--- src/verilog/spc_pkg.sv ---
package spc_pkg;
  localparam int ENT_N  = 8;
  localparam int TW     = 3;
  localparam int DW     = 16;
  localparam int PW     = 16;
  localparam int IW     = 16;
  localparam int NU     = 6;
  // Unit numbers carried in the low instruction field.
  localparam logic [2:0] U_SC0 = 3'h0;
  localparam logic [2:0] U_SC1 = 3'h1;
  localparam logic [2:0] U_MC  = 3'h2;
  localparam logic [2:0] U_FP  = 3'h3;
  localparam logic [2:0] U_BR  = 3'h4;
  localparam logic [2:0] U_LS  = 3'h5;
  // Instruction field positions.
  localparam int F_UNIT = 0;
  localparam int F_DIV  = 3;
  localparam int F_SPEC = 4;
  localparam int F_SPR  = 6;
  localparam int F_IMM  = 8;
  // Reset values, fetch step and redirect target.
  localparam logic [PW-1:0] PC_RST  = 16'h0000;
  localparam logic [PW-1:0] PC_STEP = 16'h0004;
  localparam logic [PW-1:0] EXC_VEC = 16'h0100;
  localparam logic [DW-1:0] REG_RST = 16'h0000;
  // Iteration counts in cycles.
  localparam logic [3:0] DIV_ITER  = 4'h8;
  localparam logic [3:0] FDIV_ITER = 4'h6;

  typedef enum logic [1:0] {
    SP_NONE = 2'h0,
    SP_COND = 2'h1,
    SP_LOOP = 2'h2,
    SP_LINK = 2'h3
  } spc_spec_type;

  typedef enum logic [0:0] {
    CS_RUN   = 1'h0,
    CS_FLUSH = 1'h1
  } spc_cs_type;
endpackage
--- src/verilog/spc_pipe_ctrl.sv ---
`timescale 1ns/100ps
module spc_pipe_ctrl (
  input  wire logic                          clk_i,
  input  wire logic                          arst_n_i,
  input  wire logic                          icache_valid_i,
  input  wire logic [spc_pkg::IW-1:0]        icache_instr_i,
  output logic                               fetch_req_o,
  output logic [spc_pkg::PW-1:0]             fetch_pc_o,
  input  wire logic [spc_pkg::NU-1:0]        unit_ready_i,
  output logic [spc_pkg::NU-1:0]             ex_valid_o,
  output logic [spc_pkg::NU*spc_pkg::TW-1:0] ex_tag_o,
  output logic [spc_pkg::NU*8-1:0]           ex_imm_o,
  input  wire logic                          fin_valid_i,
  input  wire logic [spc_pkg::TW-1:0]        fin_tag_i,
  input  wire logic [spc_pkg::DW-1:0]        fin_data_i,
  input  wire logic                          fin_excp_i,
  input  wire logic                          fin_mispred_i,
  input  wire logic                          fin_direct_i,
  output logic                               flush_o,
  output logic                               commit_o,
  output logic [spc_pkg::TW-1:0]             commit_tag_o,
  output logic                               wb_valid_o,
  output logic [spc_pkg::TW-1:0]             wb_tag_o,
  output logic [spc_pkg::DW-1:0]             wb_data_o,
  output logic                               direct_valid_o,
  output logic [spc_pkg::DW-1:0]             direct_data_o,
  output logic [spc_pkg::DW-1:0]             cond_reg_o,
  output logic [spc_pkg::DW-1:0]             loop_count_o,
  output logic [spc_pkg::DW-1:0]             link_reg_o
);
  import spc_pkg::*;

  typedef struct packed {
    spc_cs_type                  cs;
    logic                        fr;
    logic [PW-1:0]               pc;
    logic                        dq_v;
    logic [IW-1:0]               dq;
    logic                        sq_v;
    logic [IW-1:0]               sq;
    logic [ENT_N-1:0]            rv;
    logic [ENT_N-1:0]            rd;
    logic [ENT_N-1:0]            rx;
    logic [ENT_N-1:0]            rm;
    logic [ENT_N-1:0]            rw;
    logic [ENT_N-1:0][1:0]       rs;
    logic [ENT_N-1:0][DW-1:0]    rb;
    logic [TW-1:0]               hd;
    logic [TW-1:0]               tl;
    logic [TW:0]                 cnt;
    logic [NU-1:0]               qv;
    logic [NU-1:0][TW-1:0]       qt;
    logic [NU-1:0][7:0]          qi;
    logic [NU-1:0]               ev;
    logic [NU-1:0][TW-1:0]       et;
    logic [NU-1:0][7:0]          ei;
    logic                        m1v;
    logic                        m1d;
    logic [TW-1:0]               m1t;
    logic [7:0]                  m1i;
    logic                        m2v;
    logic                        m2d;
    logic [TW-1:0]               m2t;
    logic [7:0]                  m2i;
    logic [3:0]                  mc;
    logic                        m3v;
    logic [TW-1:0]               m3t;
    logic [DW-1:0]               m3r;
    logic                        pv;
    logic [TW-1:0]               pt;
    logic [7:0]                  pi;
    logic                        f1v;
    logic                        f1d;
    logic [TW-1:0]               f1t;
    logic [7:0]                  f1i;
    logic [3:0]                  fc;
    logic                        f2v;
    logic [TW-1:0]               f2t;
    logic [DW-1:0]               f2r;
    logic                        f3v;
    logic [TW-1:0]               f3t;
    logic [DW-1:0]               f3r;
    logic                        fl;
    logic                        cm;
    logic [TW-1:0]               ct;
    logic                        wbv;
    logic [TW-1:0]               wbt;
    logic [DW-1:0]               wbd;
    logic                        dv;
    logic [DW-1:0]               dd;
    logic [DW-1:0]               cnd;
    logic [DW-1:0]               lpc;
    logic [DW-1:0]               lnk;
  } spc_st_type;

  spc_st_type    q;
  spc_st_type    n;
  logic          ret;
  logic          flu;
  logic          disp;
  logic          dec;
  logic          fet;
  logic          ok;
  logic          spr;
  logic          m2_hold;
  logic          m1_go;
  logic          m_acc;
  logic          f1_hold;
  logic          f1_go;
  logic [2:0]    du;
  logic [2:0]    dcu;
  logic [TW-1:0] tg;

  always_comb begin
    n       = q;
    n.fl    = 1'b0;
    n.cm    = 1'b0;
    n.wbv   = 1'b0;
    n.dv    = 1'b0;
    n.ev    = '0;
    // Completion looks only at the head, so nothing younger can retire first.
    ret     = q.rv[q.hd] && q.rd[q.hd];
    flu     = ret && (q.rx[q.hd] || q.rm[q.hd]);
    m2_hold = q.m2v && q.m2d && (q.mc != 4'h0);
    m1_go   = q.m1v && !m2_hold;
    m_acc   = !q.m1v || m1_go;
    f1_hold = q.f1v && q.f1d && (q.fc != 4'h0);
    f1_go   = q.f1v && !f1_hold;
    du      = q.sq[F_UNIT+:3];
    spr     = q.sq[F_SPR];
    tg      = q.tl;
    case (du)
      U_MC:    ok = spr || m_acc;
      U_FP:    ok = !f1_hold;
      default: ok = !q.qv[du];
    endcase
    // Entries are allocated in the same cycle that an instruction is issued or queued to a unit.
    disp = q.sq_v && (q.cnt < 4'(ENT_N)) && ok && !flu;
    dec  = q.dq_v && (!q.sq_v || disp);
    fet  = q.fr && icache_valid_i && (!q.dq_v || dec);
    dcu  = (q.dq[F_UNIT+:3] > U_LS) ? U_LS : q.dq[F_UNIT+:3];

    // Fetch stage.
    if (fet) begin
      n.dq_v = 1'b1;
      n.dq   = icache_instr_i;
      n.pc   = q.pc + PC_STEP;
    end else if (dec) begin
      n.dq_v = 1'b0;
    end
    // Decode: only the unit steering is resolved here.
    if (dec) begin
      n.sq_v = 1'b1;
      n.sq   = {q.dq[IW-1:3], dcu};
    end else if (disp) begin
      n.sq_v = 1'b0;
    end

    // Stations hand a waiting entry to a unit that reports ready.
    for (int u = 0; u < NU; u++) begin
      if (q.qv[u] && unit_ready_i[u]) begin
        n.ev[u] = 1'b1;
        n.et[u] = q.qt[u];
        n.ei[u] = q.qi[u];
        n.qv[u] = 1'b0;
      end
    end

    // Multiplier stages three and two.
    n.m3v = q.m2v && !m2_hold;
    n.m3t = q.m2t;
    n.m3r = q.m2d ? ((q.m2i[3:0] == 4'h0) ? REG_RST : DW'(q.m2i[7:4] / q.m2i[3:0]))
                  : DW'(q.m2i[7:4] * q.m2i[3:0]);
    if (m2_hold) begin
      n.mc = q.mc - 4'h1;
    end
    if (m1_go) begin
      n.m2v = 1'b1;
      n.m2d = q.m1d;
      n.m2t = q.m1t;
      n.m2i = q.m1i;
      n.mc  = q.m1d ? DIV_ITER : 4'h0;
    end else if (!m2_hold) begin
      n.m2v = 1'b0;
    end
    if (m1_go) begin
      n.m1v = 1'b0;
    end
    n.pv = 1'b0;
    // Floating point stages three and two.
    n.f3v = q.f2v;
    n.f3t = q.f2t;
    n.f3r = q.f2r;
    n.f2v = f1_go;
    n.f2t = q.f1t;
    n.f2r = DW'(q.f1i[7:4] + q.f1i[3:0]);
    if (f1_hold) begin
      n.fc = q.fc - 4'h1;
    end else if (f1_go) begin
      n.f1v = 1'b0;
    end

    // Dispatch: finish decode, allocate, then issue.
    if (disp) begin
      n.rv[tg] = 1'b1;
      n.rd[tg] = 1'b0;
      n.rx[tg] = 1'b0;
      n.rm[tg] = 1'b0;
      n.rw[tg] = 1'b0;
      n.rs[tg] = q.sq[F_SPEC+:2];
      n.tl     = q.tl + 3'h1;
      n.et[du] = tg;
      n.ei[du] = q.sq[F_IMM+:8];
      if (du == U_MC && spr) begin
        n.pv = 1'b1;
        n.pt = tg;
        n.pi = q.sq[F_IMM+:8];
        n.ev[du] = 1'b1;
      end else if (du == U_MC) begin
        n.m1v = 1'b1;
        n.m1d = q.sq[F_DIV];
        n.m1t = tg;
        n.m1i = q.sq[F_IMM+:8];
        n.ev[du] = 1'b1;
      end else if (du == U_FP) begin
        n.f1v = 1'b1;
        n.f1d = q.sq[F_DIV];
        n.f1t = tg;
        n.f1i = q.sq[F_IMM+:8];
        n.fc  = q.sq[F_DIV] ? FDIV_ITER : 4'h0;
        n.ev[du] = 1'b1;
      end else if (unit_ready_i[du]) begin
        n.ev[du] = 1'b1;
      end else begin
        n.qv[du] = 1'b1;
        n.qt[du] = tg;
        n.qi[du] = q.sq[F_IMM+:8];
      end
    end

    // Finish: results land in the rename buffer and mark the entry done.
    if (q.m3v) begin
      n.rd[q.m3t] = 1'b1;
      n.rb[q.m3t] = q.m3r;
    end
    if (q.pv) begin
      n.rd[q.pt] = 1'b1;
      n.rb[q.pt] = {8'h00, q.pi};
    end
    if (q.f3v) begin
      n.rd[q.f3t] = 1'b1;
      n.rb[q.f3t] = q.f3r;
    end
    if (fin_valid_i) begin
      n.rd[fin_tag_i] = 1'b1;
      n.rb[fin_tag_i] = fin_data_i;
      n.rx[fin_tag_i] = fin_excp_i;
      n.rm[fin_tag_i] = fin_mispred_i;
      // Only the oldest entry may skip the rename buffer, else state would be imprecise.
      if (fin_direct_i && fin_tag_i == q.hd) begin
        n.rw[fin_tag_i] = 1'b1;
        n.dv            = 1'b1;
        n.dd            = fin_data_i;
      end
    end

    // Completion.
    if (ret && !flu) begin
      n.cm     = 1'b1;
      n.ct     = q.hd;
      n.rv[q.hd] = 1'b0;
      n.hd     = q.hd + 3'h1;
      case (spc_spec_type'(q.rs[q.hd]))
        SP_COND: n.cnd = q.rb[q.hd];
        SP_LOOP: n.lpc = q.rb[q.hd];
        SP_LINK: n.lnk = q.rb[q.hd];
        default: begin
          n.wbv = !q.rw[q.hd];
          n.wbt = q.hd;
          n.wbd = q.rb[q.hd];
        end
      endcase
    end
    n.cnt = q.cnt + {3'h0, disp} - {3'h0, ret && !flu};

    case (q.cs)
      CS_RUN:   n.cs = CS_RUN;
      CS_FLUSH: n.cs = CS_RUN;
      default:  n.cs = CS_RUN;
    endcase
    n.fr = !n.dq_v;
    // A cancel wipes every younger entry and all work in flight.
    if (flu) begin
      n.fl   = 1'b1;
      n.cs   = CS_FLUSH;
      n.fr   = 1'b0;
      n.pc   = q.rm[q.hd] ? q.rb[q.hd] : EXC_VEC;
      n.rv   = '0;
      n.hd   = '0;
      n.tl   = '0;
      n.cnt  = '0;
      n.dq_v = 1'b0;
      n.sq_v = 1'b0;
      n.qv   = '0;
      n.ev   = '0;
      n.m1v  = 1'b0;
      n.m2v  = 1'b0;
      n.m3v  = 1'b0;
      n.pv   = 1'b0;
      n.f1v  = 1'b0;
      n.f2v  = 1'b0;
      n.f3v  = 1'b0;
      n.dv   = 1'b0;
    end
  end

  always_ff @(posedge clk_i or negedge arst_n_i) begin
    if (!arst_n_i) begin
      q    <= '0;
      q.pc <= PC_RST;
      q.cnd <= REG_RST;
      q.lpc <= REG_RST;
      q.lnk <= REG_RST;
    end else begin
      q <= n;
    end
  end

  assign fetch_req_o    = q.fr;
  assign fetch_pc_o     = q.pc;
  assign ex_valid_o     = q.ev;
  assign ex_tag_o       = q.et;
  assign ex_imm_o       = q.ei;
  assign flush_o        = q.fl;
  assign commit_o       = q.cm;
  assign commit_tag_o   = q.ct;
  assign wb_valid_o     = q.wbv;
  assign wb_tag_o       = q.wbt;
  assign wb_data_o      = q.wbd;
  assign direct_valid_o = q.dv;
  assign direct_data_o  = q.dd;
  assign cond_reg_o     = q.cnd;
  assign loop_count_o   = q.lpc;
  assign link_reg_o     = q.lnk;

  logic [TW-1:0] lct_q;
  logic          lseen_q;
  always_ff @(posedge clk_i or negedge arst_n_i) begin
    if (!arst_n_i) begin
      lct_q   <= '0;
      lseen_q <= 1'b0;
    end else if (q.fl) begin
      lseen_q <= 1'b0;
    end else if (q.cm) begin
      lct_q   <= q.ct;
      lseen_q <= 1'b1;
    end
  end
endmodule

--- config.mk ---
export PLATFORM = sky130hd
export DESIGN_NAME = spc_pipe_ctrl
export DESIGN_NICKNAME = d
export VERILOG_FILES = /design/src/verilog/spc_pkg.sv /design/src/verilog/spc_pipe_ctrl.sv
export SDC_FILE = /design/constraint.sdc
export NUM_CORES = 1
export LEC_CHECK = 0
export BUFFER_PORTS_ARGS = -buffer_cell sky130_fd_sc_hd__clkbuf_2
export CAP_MARGIN = 10
export CORE_MARGIN = 2
export CORE_UTILIZATION = 40
export DETAILED_ROUTE_END_ITERATION = 7
export SLEW_MARGIN = 30
export SYNTH_ARGS = -nofsm -noshare
export SYNTH_HDL_FRONTEND = slang
export SYNTH_SLANG_ARGS = --single-unit
--- constraint.sdc ---
create_clock -name clk_i -period 27.3 [get_ports clk_i]
set_clock_uncertainty 0.2 [all_clocks]
set_input_delay 5.46 -clock clk_i [delete_from_list [all_inputs] [get_ports clk_i]]
set_output_delay 5.46 -clock clk_i [all_outputs]
set_load 0.01 [all_outputs]
Word level (Yosys, flattened, before mapping). Index checks and enable logic that the tools add are counted.

Bits of input ports: 48. Logic and storage cells: 357. Flip-flop bits (word level): 576.

Equal/unequal tests: 7. Reductions and logical operators: 63. Div/mod/pow operators: 1. Multiplexer cells: 148. $add $sub $neg: 8. Magnitude comparators: 16. Multiply operators: 1. Bitwise logic cells: 20.

Operators by type and width (number): $bwmux 128 (4); $mux 128 (4); $mux 72 (4); $demux 16 s3 (4); $mux 16 (10); $mux 157 (1); $mux 8 (13); $bwmux 48 (2); $mux 17 (5); $mux 56 (1); $bmux 16 s3 (1); $or 8x8->8 (6); $mux 1 (45); $and 8x8->8 (5); $bwmux 18 (2); $mux 3 (11); $mux 32 (1); $logic_and 1x1->1 (31); $mux 6 (5); $mux 29 (1); $lt 3x4->1 const B (7); $mux 13 (2); $demux 8 s3 (1); $mux 24 (1); 43 further kinds (97).

Depth between registers and ports, before layout. Gate-level depths: netlist of run 1.

Depth in word-level cells: 18. Gate-level depth with buffers: 136. Mapped depth without buffers: 132.

Worst setup path before layout of run 1. Ideal clock, no wire load.

Path kind: flip-flop to flip-flop. Start point: reg q[183] (netlist bit). End point: reg q[159] (netlist bit). Stages on the path, launching flop included: 124. Period minus slack after synthesis: 24.892 ns. Setup slack: 2.408 ns. Arrival time: 24.573 ns. Buffers on the path: 4. Library setup time: 0.119 ns. Cells stage by stage: dfrtp_1 > inv_1 > ha_1 > o211ai_1 > a211oi_1 > ha_1 > o21ai_0 > a211o_1 > nor4_1 > or2_2 > ha_1 > a21boi_0 > or3_1 > a211o_1 > nand2_1 > o21ai_0 > ha_1 > or2_2 > [... 88 more ...] > o21a_1 > o21ai_0 > nand2b_1 > a21oi_1 > nand2_1 > a21oi_1 > nand4_1 > nor2_2 > mux2_1 > ha_1 > nor2b_1 > o21ai_0 > and3b_1 > o221a_2 > o221ai_1 > nor3_1 > o211ai_1 > o21a_1.

RTL lines: start, declared (line spc_pipe_ctrl.sv:96) `spc_st_type q;`; start signal, assigned (line spc_pipe_ctrl.sv:325) `q <= n;`.

==> flow_summary.yaml, run 1 <==
route:
  wire_per_inst_um: 20.58
  first_pass_iters: 7
  drt_wl_total_um: 88540
  drc: 0
  drt_iter0_drc: 1831
  vias: 23660
  ant_nets: 0
  viasPerCell: 5.500
synth:
  syn_area_per_cell_um2: 10.06
  ys_seq_area_share_pct: 44.62
  synth_top_area_share_pct: 44.62
  async_reset_ff_share_pct: 100.0
  synth-edff-count: 0
  yosysTopAreaCell: "dfrtp_1"
  yosys_register_bits: 574
  synthDistinctLibCells: 87
  ys_top_cells_by_area: "dfrtp_1 45%, mux2_2 7.8%, mux2i_1 6.7%, nand2_1 4.2%, o21ai_0 4.1%"
  yosys_warnings: 0
  synth_area_mm2: 0.03219
  synth_cells: 3200
  synth_ff_type: "dfrtp_1"
floorplanning:
  die_area_mm2: 0.08277
  num_rows: 104
  initial_core_util_pct: 40.16
  core_mm2: 0.08016
  die_x_um: 287.7
  pin_count: 227
  dieHeight_um: 287.7
run:
  drv_cap: 0
final_layout:
  multi_input_area_mm2: 0.01569
  seqCellArea_mm2: 0.01437
  final_common_cell: "dfrtp_1"
  n_fill_cell: 7605
  syn_to_final_growth_pct: 11.10
  drive_above_1_share_pct: 23.92
  most-common-layout-cells: "571 x dfrtp_1, 357 x nand2_1, 265 x o21ai_0"
  layout.nets: 3332
placed_design:
  dpl.hpwl_um: 59600
  dp_slack_ns: 0.7681
  port_buffers: 225
  gp_congestion: 0.8324
grt:
  grt.overflow.total: 0
  grt_pass1_wl_um: 135400
  grt_util_all_layers_pct: 21.01
  grt_pass1_vias: 22620
  antenna_found_initial: 1
  grt_max_degree: 112
setup_path:
  slowest_stage: "or4_1"
  max_stage_delay_ns: 0.56
  critPathCaptureType: "flip-flop"
  cp_top_family: "compound AO/OA/AOI/OAI gates"
  cpMostUsedCell: "ha_1"
  cp.arrival_ns: 25.59
  startpoint_type: "flip-flop"
  cp_num_buf_inv: 8
  cp_max_fo: 10
  required_ns: 27.62
  critical_path_class: "flip-flop to flip-flop"
cts:
  cts_buffers: 67
  cts.path.max_buffers: 3
  cts_sinks: 574
  cts_hold_buf: 0
  clkSlewWorstSetupHoldPaths_ns: 0.06
  clkLatencyLatePin_ns: 0.62
  cts_root_buf: "clkbuf_16"
  htree_levels: 3
  cts_tree: "yes"
timing:
  final.period_utilization_pct: 92.57
  slew_headroom_pct: 28.47
  setup_viol: 0
  slew_violations: 0
  fmax_ghz: 0.03957
  period_needed_ns: 25.27
  whs_ns: 0.1458
  tightest_slew_ns: 1.063
  hold_viol: 0
  fin_ws_ns: 2.030
run_status:
  outcome: "finished clean"
hold_path:
  hold_path.class: "flip-flop to flip-flop"
==> layout make-up <==
class                      instances  share of cell area [%]
inverter                          78                  0.8186
clock inverter                    32                   1.301
antenna                            1                0.006996
timing repair buffer             300                   4.904
tap                             1060                   3.708
multi-input combinational       2169                   43.88
clock buffer                      87                   5.205
sequential                       574                   40.18
==> metrics by stage <==
step                util (%)  setup TNS [ns]  instance area [um2]  cells
detailed placement     41.41               0                33190   4174
CTS                    44.31               0                35520   4293
global placement       41.39               0                33170   4174
floorplan                  -               0                32230   3209
global route           44.62         -0.1309                35770   4301
finish                 44.62               0                35770   4301
==> cell families (layout without fill, tap and decap cells) <==
family,Yosys count,count (layout),synth area share (%)
AO/OA/AOI/OAI,689,689,13.20
XOR/XNOR,47,47,1.279
adder cells (fa/ha/maj),94,94,3.793
buffers and inverters,466,497,7.493
flip-flops,574,574,44.62
multiplexers,488,488,17.80
other,1,11,0.01165
AND/OR/NAND/NOR,841,841,11.80
==> Yosys cell counts, drive strengths merged, types with 7 or more instances <==
library cell and n:
xnor2 30, and3 14, or2 18, nand2b 33, o31ai 19, inv 78, dfrtp 574, nand3 34
nand2 359, nor3 57, or4 9, a31oi 10, mux4 45, mux2i 217, and2 19, nor2 215
mux2 226, clkbuf 171, xor2 17, o21ai 275, ha 88, buf 217, nor4 12, nand4 21
or3 19, o211ai 8, o22ai 20, o21a 23, nor2b 17, a21o 22, o21bai 7, a22o 18
a211oi 60, a21oi 163
==> metal layers <==
layer	routed length (um)	track usage (%)	vias up	part of all wire [%]
li1	-	-	11140	-
met1	40180	29.54	11710	45
met2	41470	33.60	677	47
met3	4684	3.122	126	5.3
met4	2203	6.140	0	2.5
met5	0	0	-	0
==> worst paths after layout <==
path	slack (ns)	cells past startpoint	end	start
max	2.03	125	q[159]$_DFF_PN0_	q[183]$_DFFE_PN0P_
min	0.15	0	q[91]$_DFF_PN0_	n[91]$_DFF_PN0_
max reg2reg	2.03	125	q[159]$_DFF_PN0_	q[183]$_DFFE_PN0P_
min reg2reg	0.15	0	q[91]$_DFF_PN0_	n[91]$_DFF_PN0_
max in group asynchronous	20.25	4	q[550]$_DFFE_PN0P_	arst_n_i
min in group asynchronous	4.55	1	direct_data_o[8]$_DFFE_PN0P_	arst_n_i
==> repair_timing <==
action / CTS / global route
buffers inserted: 0 / 5
setup endpoints to repair: 0 / 2
resized for setup: 0 / 31
Power of run 1 is not shown: default switching activity piles up to over one toggle a cycle in this logic, so the estimate is an artifact.
==> run 2, diff against run 1 <==
==> constraint.sdc (replaced) <==
create_clock -name clk_i -period 30.7 [get_ports clk_i]
set_clock_uncertainty 0.2 [all_clocks]
set_input_delay 6.14 -clock clk_i [delete_from_list [all_inputs] [get_ports clk_i]]
set_output_delay 6.14 -clock clk_i [all_outputs]
set_load 0.01 [all_outputs]
==> run 2 against run 1 <==
  * Flip-flop and latch count is the same
  * Register-to-register slack improved by 1.1 ns
  * Global-route usage increased by 0.089 points
  * First-iteration DRC count decreased by 8.1%
  * Sequential share of layout area grew 0.22 points
  * Count of clock-buffer cells in the layout rose by 14
  * Critical path depth decreased by 4
  * Critical endpoint unchanged
  * Highest routed layer is now met5
==> flow_summary.yaml, run 2 (synthesis gave the netlist of run 1 again) <==
run_status:
  outcome: "finished clean"
timing:
  final.period_utilization_pct: 89.91
  slew_violations: 0
  tns_ns: 0
  fin_ws_ns: 3.096
  setup_viol: 0
  hold_viol: 0
  fmax_ghz: 0.03623
  rsz0062_at_grt: "false"
  period_needed_ns: 27.60
  slew_headroom_pct: 35.27
  tightest_slew_ns: 0.9674
run:
  drv_cap: 0
floorplanning:
  die_x_um: 287.7
  num_rows: 104
  core_mm2: 0.08016
  die_area_mm2: 0.08277
  pin_count: 227
  initial_core_util_pct: 40.16
  dieHeight_um: 287.7
cts:
  clkSlewWorstSetupHoldPaths_ns: 0.06
  post-cts-setup-buffers: 0
  cts_tree: "yes"
  cts_buffers: 68
  clkLatencyLatePin_ns: 0.62
  cts_root_buf: "clkbuf_16"
  cts_sinks: 574
  htree_levels: 3
  cts.path.max_buffers: 3
placed_design:
  dpl.hpwl_um: 59060
  port_buffers: 225
  gp_congestion: 0.8394
  place_inst: 4157
  dp_slack_ns: 2.038
grt:
  grt_pass1_wl_um: 136400
  grt_util_all_layers_pct: 21.10
  grt_max_degree: 161
  antenna_found_initial: 2
  grt.overflow.total: 0
  grt_pass1_vias: 22850
final_layout:
  fin_cells: 4283
  syn_to_final_growth_pct: 10.52
  final_common_cell: "dfrtp_1"
  layout.nets: 3311
  n_fill_cell: 7600
  most-common-layout-cells: "570 x dfrtp_1, 358 x nand2_1, 266 x o21ai_0"
  drive_above_1_share_pct: 22.87
route:
  wire_per_inst_um: 20.56
  vias: 23620
  ant_nets: 0
  drt_iter0_drc: 1682
  viasPerCell: 5.514
  first_pass_iters: 6
  drc: 0
  drt_wl_total_um: 88060
setup_path:
  cp_max_fo: 12
  startpoint_type: "flip-flop"
  max_stage_delay_ns: 0.72
  cpMostUsedCell: "ha_1"
  critPathCaptureType: "flip-flop"
  slowest_stage: "or4_1"
  critical_path_class: "flip-flop to flip-flop"
  required_ns: 30.99
  cp.arrival_ns: 27.90
hold_path:
  hold_path.class: "flip-flop to flip-flop"
-- run 2: worst max-delay path, delay by kind of cell (launching register included) --
kind	cells	cell delay [ns]
compound gates	53	10.73
fa+ha+maj	14	4.10
buf+inv	6	0.74
flops	1	0.58
mux	1	0.36
simple gates	47	10.69
-- run 2: per-stage QoR --
step	instance area (um2)	hold slack [ns]	utilization, %
6_report	35580	0.1460	44.39
5_1_grt	35580	0.1558	44.39
4_1_cts	35440	0.1472	44.22
3_5_place_dp	33080	0.1347	41.26
3_3_place_gp	33060	0.1342	41.25
2_1_floorplan	32230	0.1312	-
-- run 2: cell type report --
cell class | count | area, um2 | area share (%)
Multi-Input combinational cell | 2169 | 15620 | 43.90
Clock buffer | 101 | 2006 | 5.637
Inverter | 78 | 292.8 | 0.8229
Antenna cell | 1 | 2.502 | 0.007033
Timing Repair Buffer | 278 | 1602 | 4.501
Clock inverter | 22 | 360.3 | 1.013
Sequential cell | 574 | 14370 | 40.39
Tap cell | 1060 | 1326 | 3.728
-- run 2: final timing paths --
kind,from,end,slack (ns),cells past startpoint
worst max-delay path,q[183]$_DFFE_PN0P_,q[159]$_DFF_PN0_,3.10,121
worst min-delay path,n[92]$_DFF_PN0_,q[92]$_DFF_PN0_,0.15,0
worst max register to register,q[183]$_DFFE_PN0P_,q[159]$_DFF_PN0_,3.10,121
worst min register to register,n[92]$_DFF_PN0_,q[92]$_DFF_PN0_,0.15,0
max in group asynchronous,arst_n_i,tg[1]$_DFFE_PN0P_,22.77,4
min in group asynchronous,arst_n_i,direct_data_o[12]$_DFFE_PN0P_,5.30,1
-- run 2: layer usage --
| metal | part of all wire, % | wire length [um] | global-route usage (%) | vias to the layer above |
|---|---|---|---|---|
| met2 | 47 | 41430 | 33.73 | 623 |
| met5 | 0.014 | 12 | 0 | - |
| li1 | - | - | - | 11100 |
| met1 | 45 | 39970 | 29.64 | 11760 |
| met3 | 5.2 | 4573 | 3.067 | 130 |
| met4 | 2.4 | 2073 | 6.386 | 2 |
-- run 2: repair_timing --
| action | in CTS | in global routing |
|---|---|---|
| endpoints found under the setup margin | 0 | 1 |
| gates resized for setup | 0 | 9 |
| hold buffers | 0 | 0 |
Power of run 2 is left out for the same reason.
==> run 3, diff against run 2 <==
--- a/config.mk
+++ b/config.mk
@@ -5,11 +5,15 @@
 export SDC_FILE = /design/constraint.sdc
 export NUM_CORES = 1
 export LEC_CHECK = 0
+export ABC_AREA = 1
 export BUFFER_PORTS_ARGS = -buffer_cell sky130_fd_sc_hd__clkbuf_2
 export CAP_MARGIN = 10
+export CELL_PAD_IN_SITES_DETAIL_PLACEMENT = 2
+export CELL_PAD_IN_SITES_GLOBAL_PLACEMENT = 2
 export CORE_MARGIN = 2
 export CORE_UTILIZATION = 40
 export DETAILED_ROUTE_END_ITERATION = 7
+export PLACE_DENSITY_LB_ADDON = 0.1
 export SLEW_MARGIN = 30
 export SYNTH_ARGS = -nofsm -noshare
 export SYNTH_HDL_FRONTEND = slang
==> run 3 against run 2 <==
  * Final cell count is 19% higher
  * Largest cell class unchanged
  * Worst setup slack better by 3.1 ns
  * Utilization is 0.14 points lower
  * Highest routed layer is now met4
  * Via count is 20% higher
  * Maximum frequency is 13% higher
  * Critical path depth is 21 higher
  * Flip-flop and latch count stayed put
  * Final area hardly changed
  * Die area is 0.84% higher
  * Register-to-register slack better by 3.1 ns
  * Routed wire length is 37% higher
  * Synthesized cell count is 25% higher
==> flow_summary.yaml, run 3 <==
final_layout:
  stdcell_area_mm2: 0.03559
  multi_input_area_mm2: 0.01449
  seqCellArea_mm2: 0.01437
  most-common-layout-cells: "768 x nand2_1, 573 x dfrtp_1, 467 x o21ai_0"
  drive_above_1_share_pct: 12.75
  n_fill_cell: 9098
  layout.nets: 4133
  final_common_cell: "nand2_1"
  diodes: 0
  syn_to_final_growth_pct: 9.608
timing:
  setup_viol: 0
  hold_viol: 0
  period_needed_ns: 24.52
  tightest_slew_ns: 1.047
  slew_headroom_pct: 30.11
  slew_violations: 0
  fmax_ghz: 0.04078
  rsz0062_at_grt: "false"
  whs_ns: 0.1487
  tns_ns: 0
  final.period_utilization_pct: 79.88
setup_path:
  cpMostUsedCell: "nand2_1"
  required_ns: 30.99
  cp.arrival_ns: 24.81
  max_stage_delay_ns: 0.58
  r2r_slack_ns: 6.18
  startpoint_type: "flip-flop"
  critPathCaptureType: "flip-flop"
  critical_path_class: "flip-flop to flip-flop"
  slowest_stage: "dfrtp_1"
  cp_max_fo: 17
run_status:
  outcome: "finished clean"
floorplanning:
  core_mm2: 0.08042
  die_x_um: 288.9
  die_area_mm2: 0.08346
  pin_count: 227
  num_rows: 104
  initial_core_util_pct: 40.37
  dieHeight_um: 288.9
route:
  wire_per_inst_um: 23.58
  viasPerCell: 5.549
  vias: 28290
  first_pass_iters: 5
  drc: 0
  drt_wl_total_um: 120300
  ant_nets: 0
  drt_iter0_drc: 1571
synth:
  yosys_register_bits: 574
  yosysTopAreaCell: "dfrtp_1"
  syn_area_per_cell_um2: 8.127
  synth_commonest_cells: "769 x nand2_1, 574 x dfrtp_1, 467 x o21ai_0"
  synth_ff_type: "dfrtp_1"
  synth_cells: 3995
  async_reset_ff_share_pct: 100.0
  yosysMostFrequentCell: "nand2_1"
  synthDistinctLibCells: 60
  synth_top_area_share_pct: 44.24
  synth-edff-count: 0
  synth_area_mm2: 0.03247
  yosys_warnings: 0
  ys_top_cells_by_area: "dfrtp_1 44%, nand2_1 8.9%, o21ai_0 7.2%, inv_1 4.8%, buf_4 4.0%"
  ys_seq_area_share_pct: 44.24
cts:
  cts_root_buf: "clkbuf_16"
  cts.path.max_buffers: 3
  htree_levels: 3
  clkSlewWorstSetupHoldPaths_ns: 0.06
  clkLatencyLatePin_ns: 0.62
  cts_sinks: 574
  post-cts-setup-buffers: 0
  cts_tree: "yes"
  cts_hold_buf: 0
  cts_buffers: 69
  cts_resized: 0
placed_design:
  dpl-instance-area_mm2: 0.03338
  port_buffers: 225
  gp_congestion: 0.8361
  dpl.hpwl_um: 83710
grt:
  grt.overflow.total: 0
  grt_pass1_wl_um: 185700
  grt_max_degree: 102
  grt_pass1_vias: 30700
  antenna_found_initial: 2
  grt_util_all_layers_pct: 28.81
hold_path:
  hold_path.class: "flip-flop to flip-flop"
run:
  drv_cap: 0
run 3: changes by cell type in the layout (fill, tap and decap cells not counted), sizes merged, moves of 117 or more:
cell,before,now
nor2,215,340
nand3,34,151
o21ai,275,486
mux2i,217,91
inv,83,439
mux2,226,24
nand2,359,790
run 3: kinds of logic (layout without fill, tap and decap cells):
| family | after synthesis | in the layout | share of synthesized area [%] |
|---|---|---|---|
| buffers and inverters | 809 | 844 | 11.47 |
| other | 1 | 10 | 0.01155 |
| multiplexers | 115 | 115 | 3.638 |
| XOR/XNOR | 49 | 49 | 1.322 |
| AND/OR/NAND/NOR | 1369 | 1369 | 18.20 |
| AO/OA/AOI/OAI | 984 | 984 | 17.35 |
| adder cells (fa/ha/maj) | 94 | 94 | 3.761 |
| flip-flops | 574 | 574 | 44.24 |
run 3: cell type report:
type / instances / area share, %
multi-input cells: 2621 / 40.72
flip-flops and latches: 574 / 40.37
clock buffers: 108 / 5.801
inverters: 459 / 4.845
repair buffers: 266 / 4.212
well taps: 1060 / 3.727
clock inverters: 11 / 0.3200
run 3: path summary, 6_finish.rpt:
kind / depth (start not counted) / start / endpoint
setup / recovery: 142 / q[183]$_DFFE_PN0P_ / q[159]$_DFF_PN0_
hold / removal: 0 / n[107]$_DFF_PN0_ / q[107]$_DFF_PN0_
setup reg to reg: 142 / q[183]$_DFFE_PN0P_ / q[159]$_DFF_PN0_
hold reg to reg: 0 / n[107]$_DFF_PN0_ / q[107]$_DFF_PN0_
max in group asynchronous: 3 / arst_n_i / q[360]$_DFFE_PN0P_
min in group asynchronous: 1 / arst_n_i / direct_data_o[11]$_DFFE_PN0P_
run 3: metal layers:
metal  vias to the layer above  wire, um  track usage (%)
met3                       219      3675            2.992
met2                       545     60070            50.38
li1                      13040         -                -
met1                     14490     51770            36.91
met4                         0      4745            10.46
met5                         -         0                0
run 3: worst max-delay path: cells and delay by family, from the launching register on:
kind                     cells  cell delay (ns)
AO/OA/AOI/OAI               31             5.75
adder cells (fa/ha/maj)     14             4.56
buffers and inverters       24             2.91
flip-flops                   1             0.58
AND/OR/NAND/NOR             73            10.33
run 3: per-stage QoR:
step                      util, %  instances  setup WS, ns
after floorplan                 -       4004         9.731
after global placement      41.42       4978         6.522
after detailed placement    41.51       4980         5.842
after CTS                   44.22       5099         5.768
after global routing        44.25       5099         3.339
final                       44.25       5099         6.177
Power of run 3 is left out for the same reason.
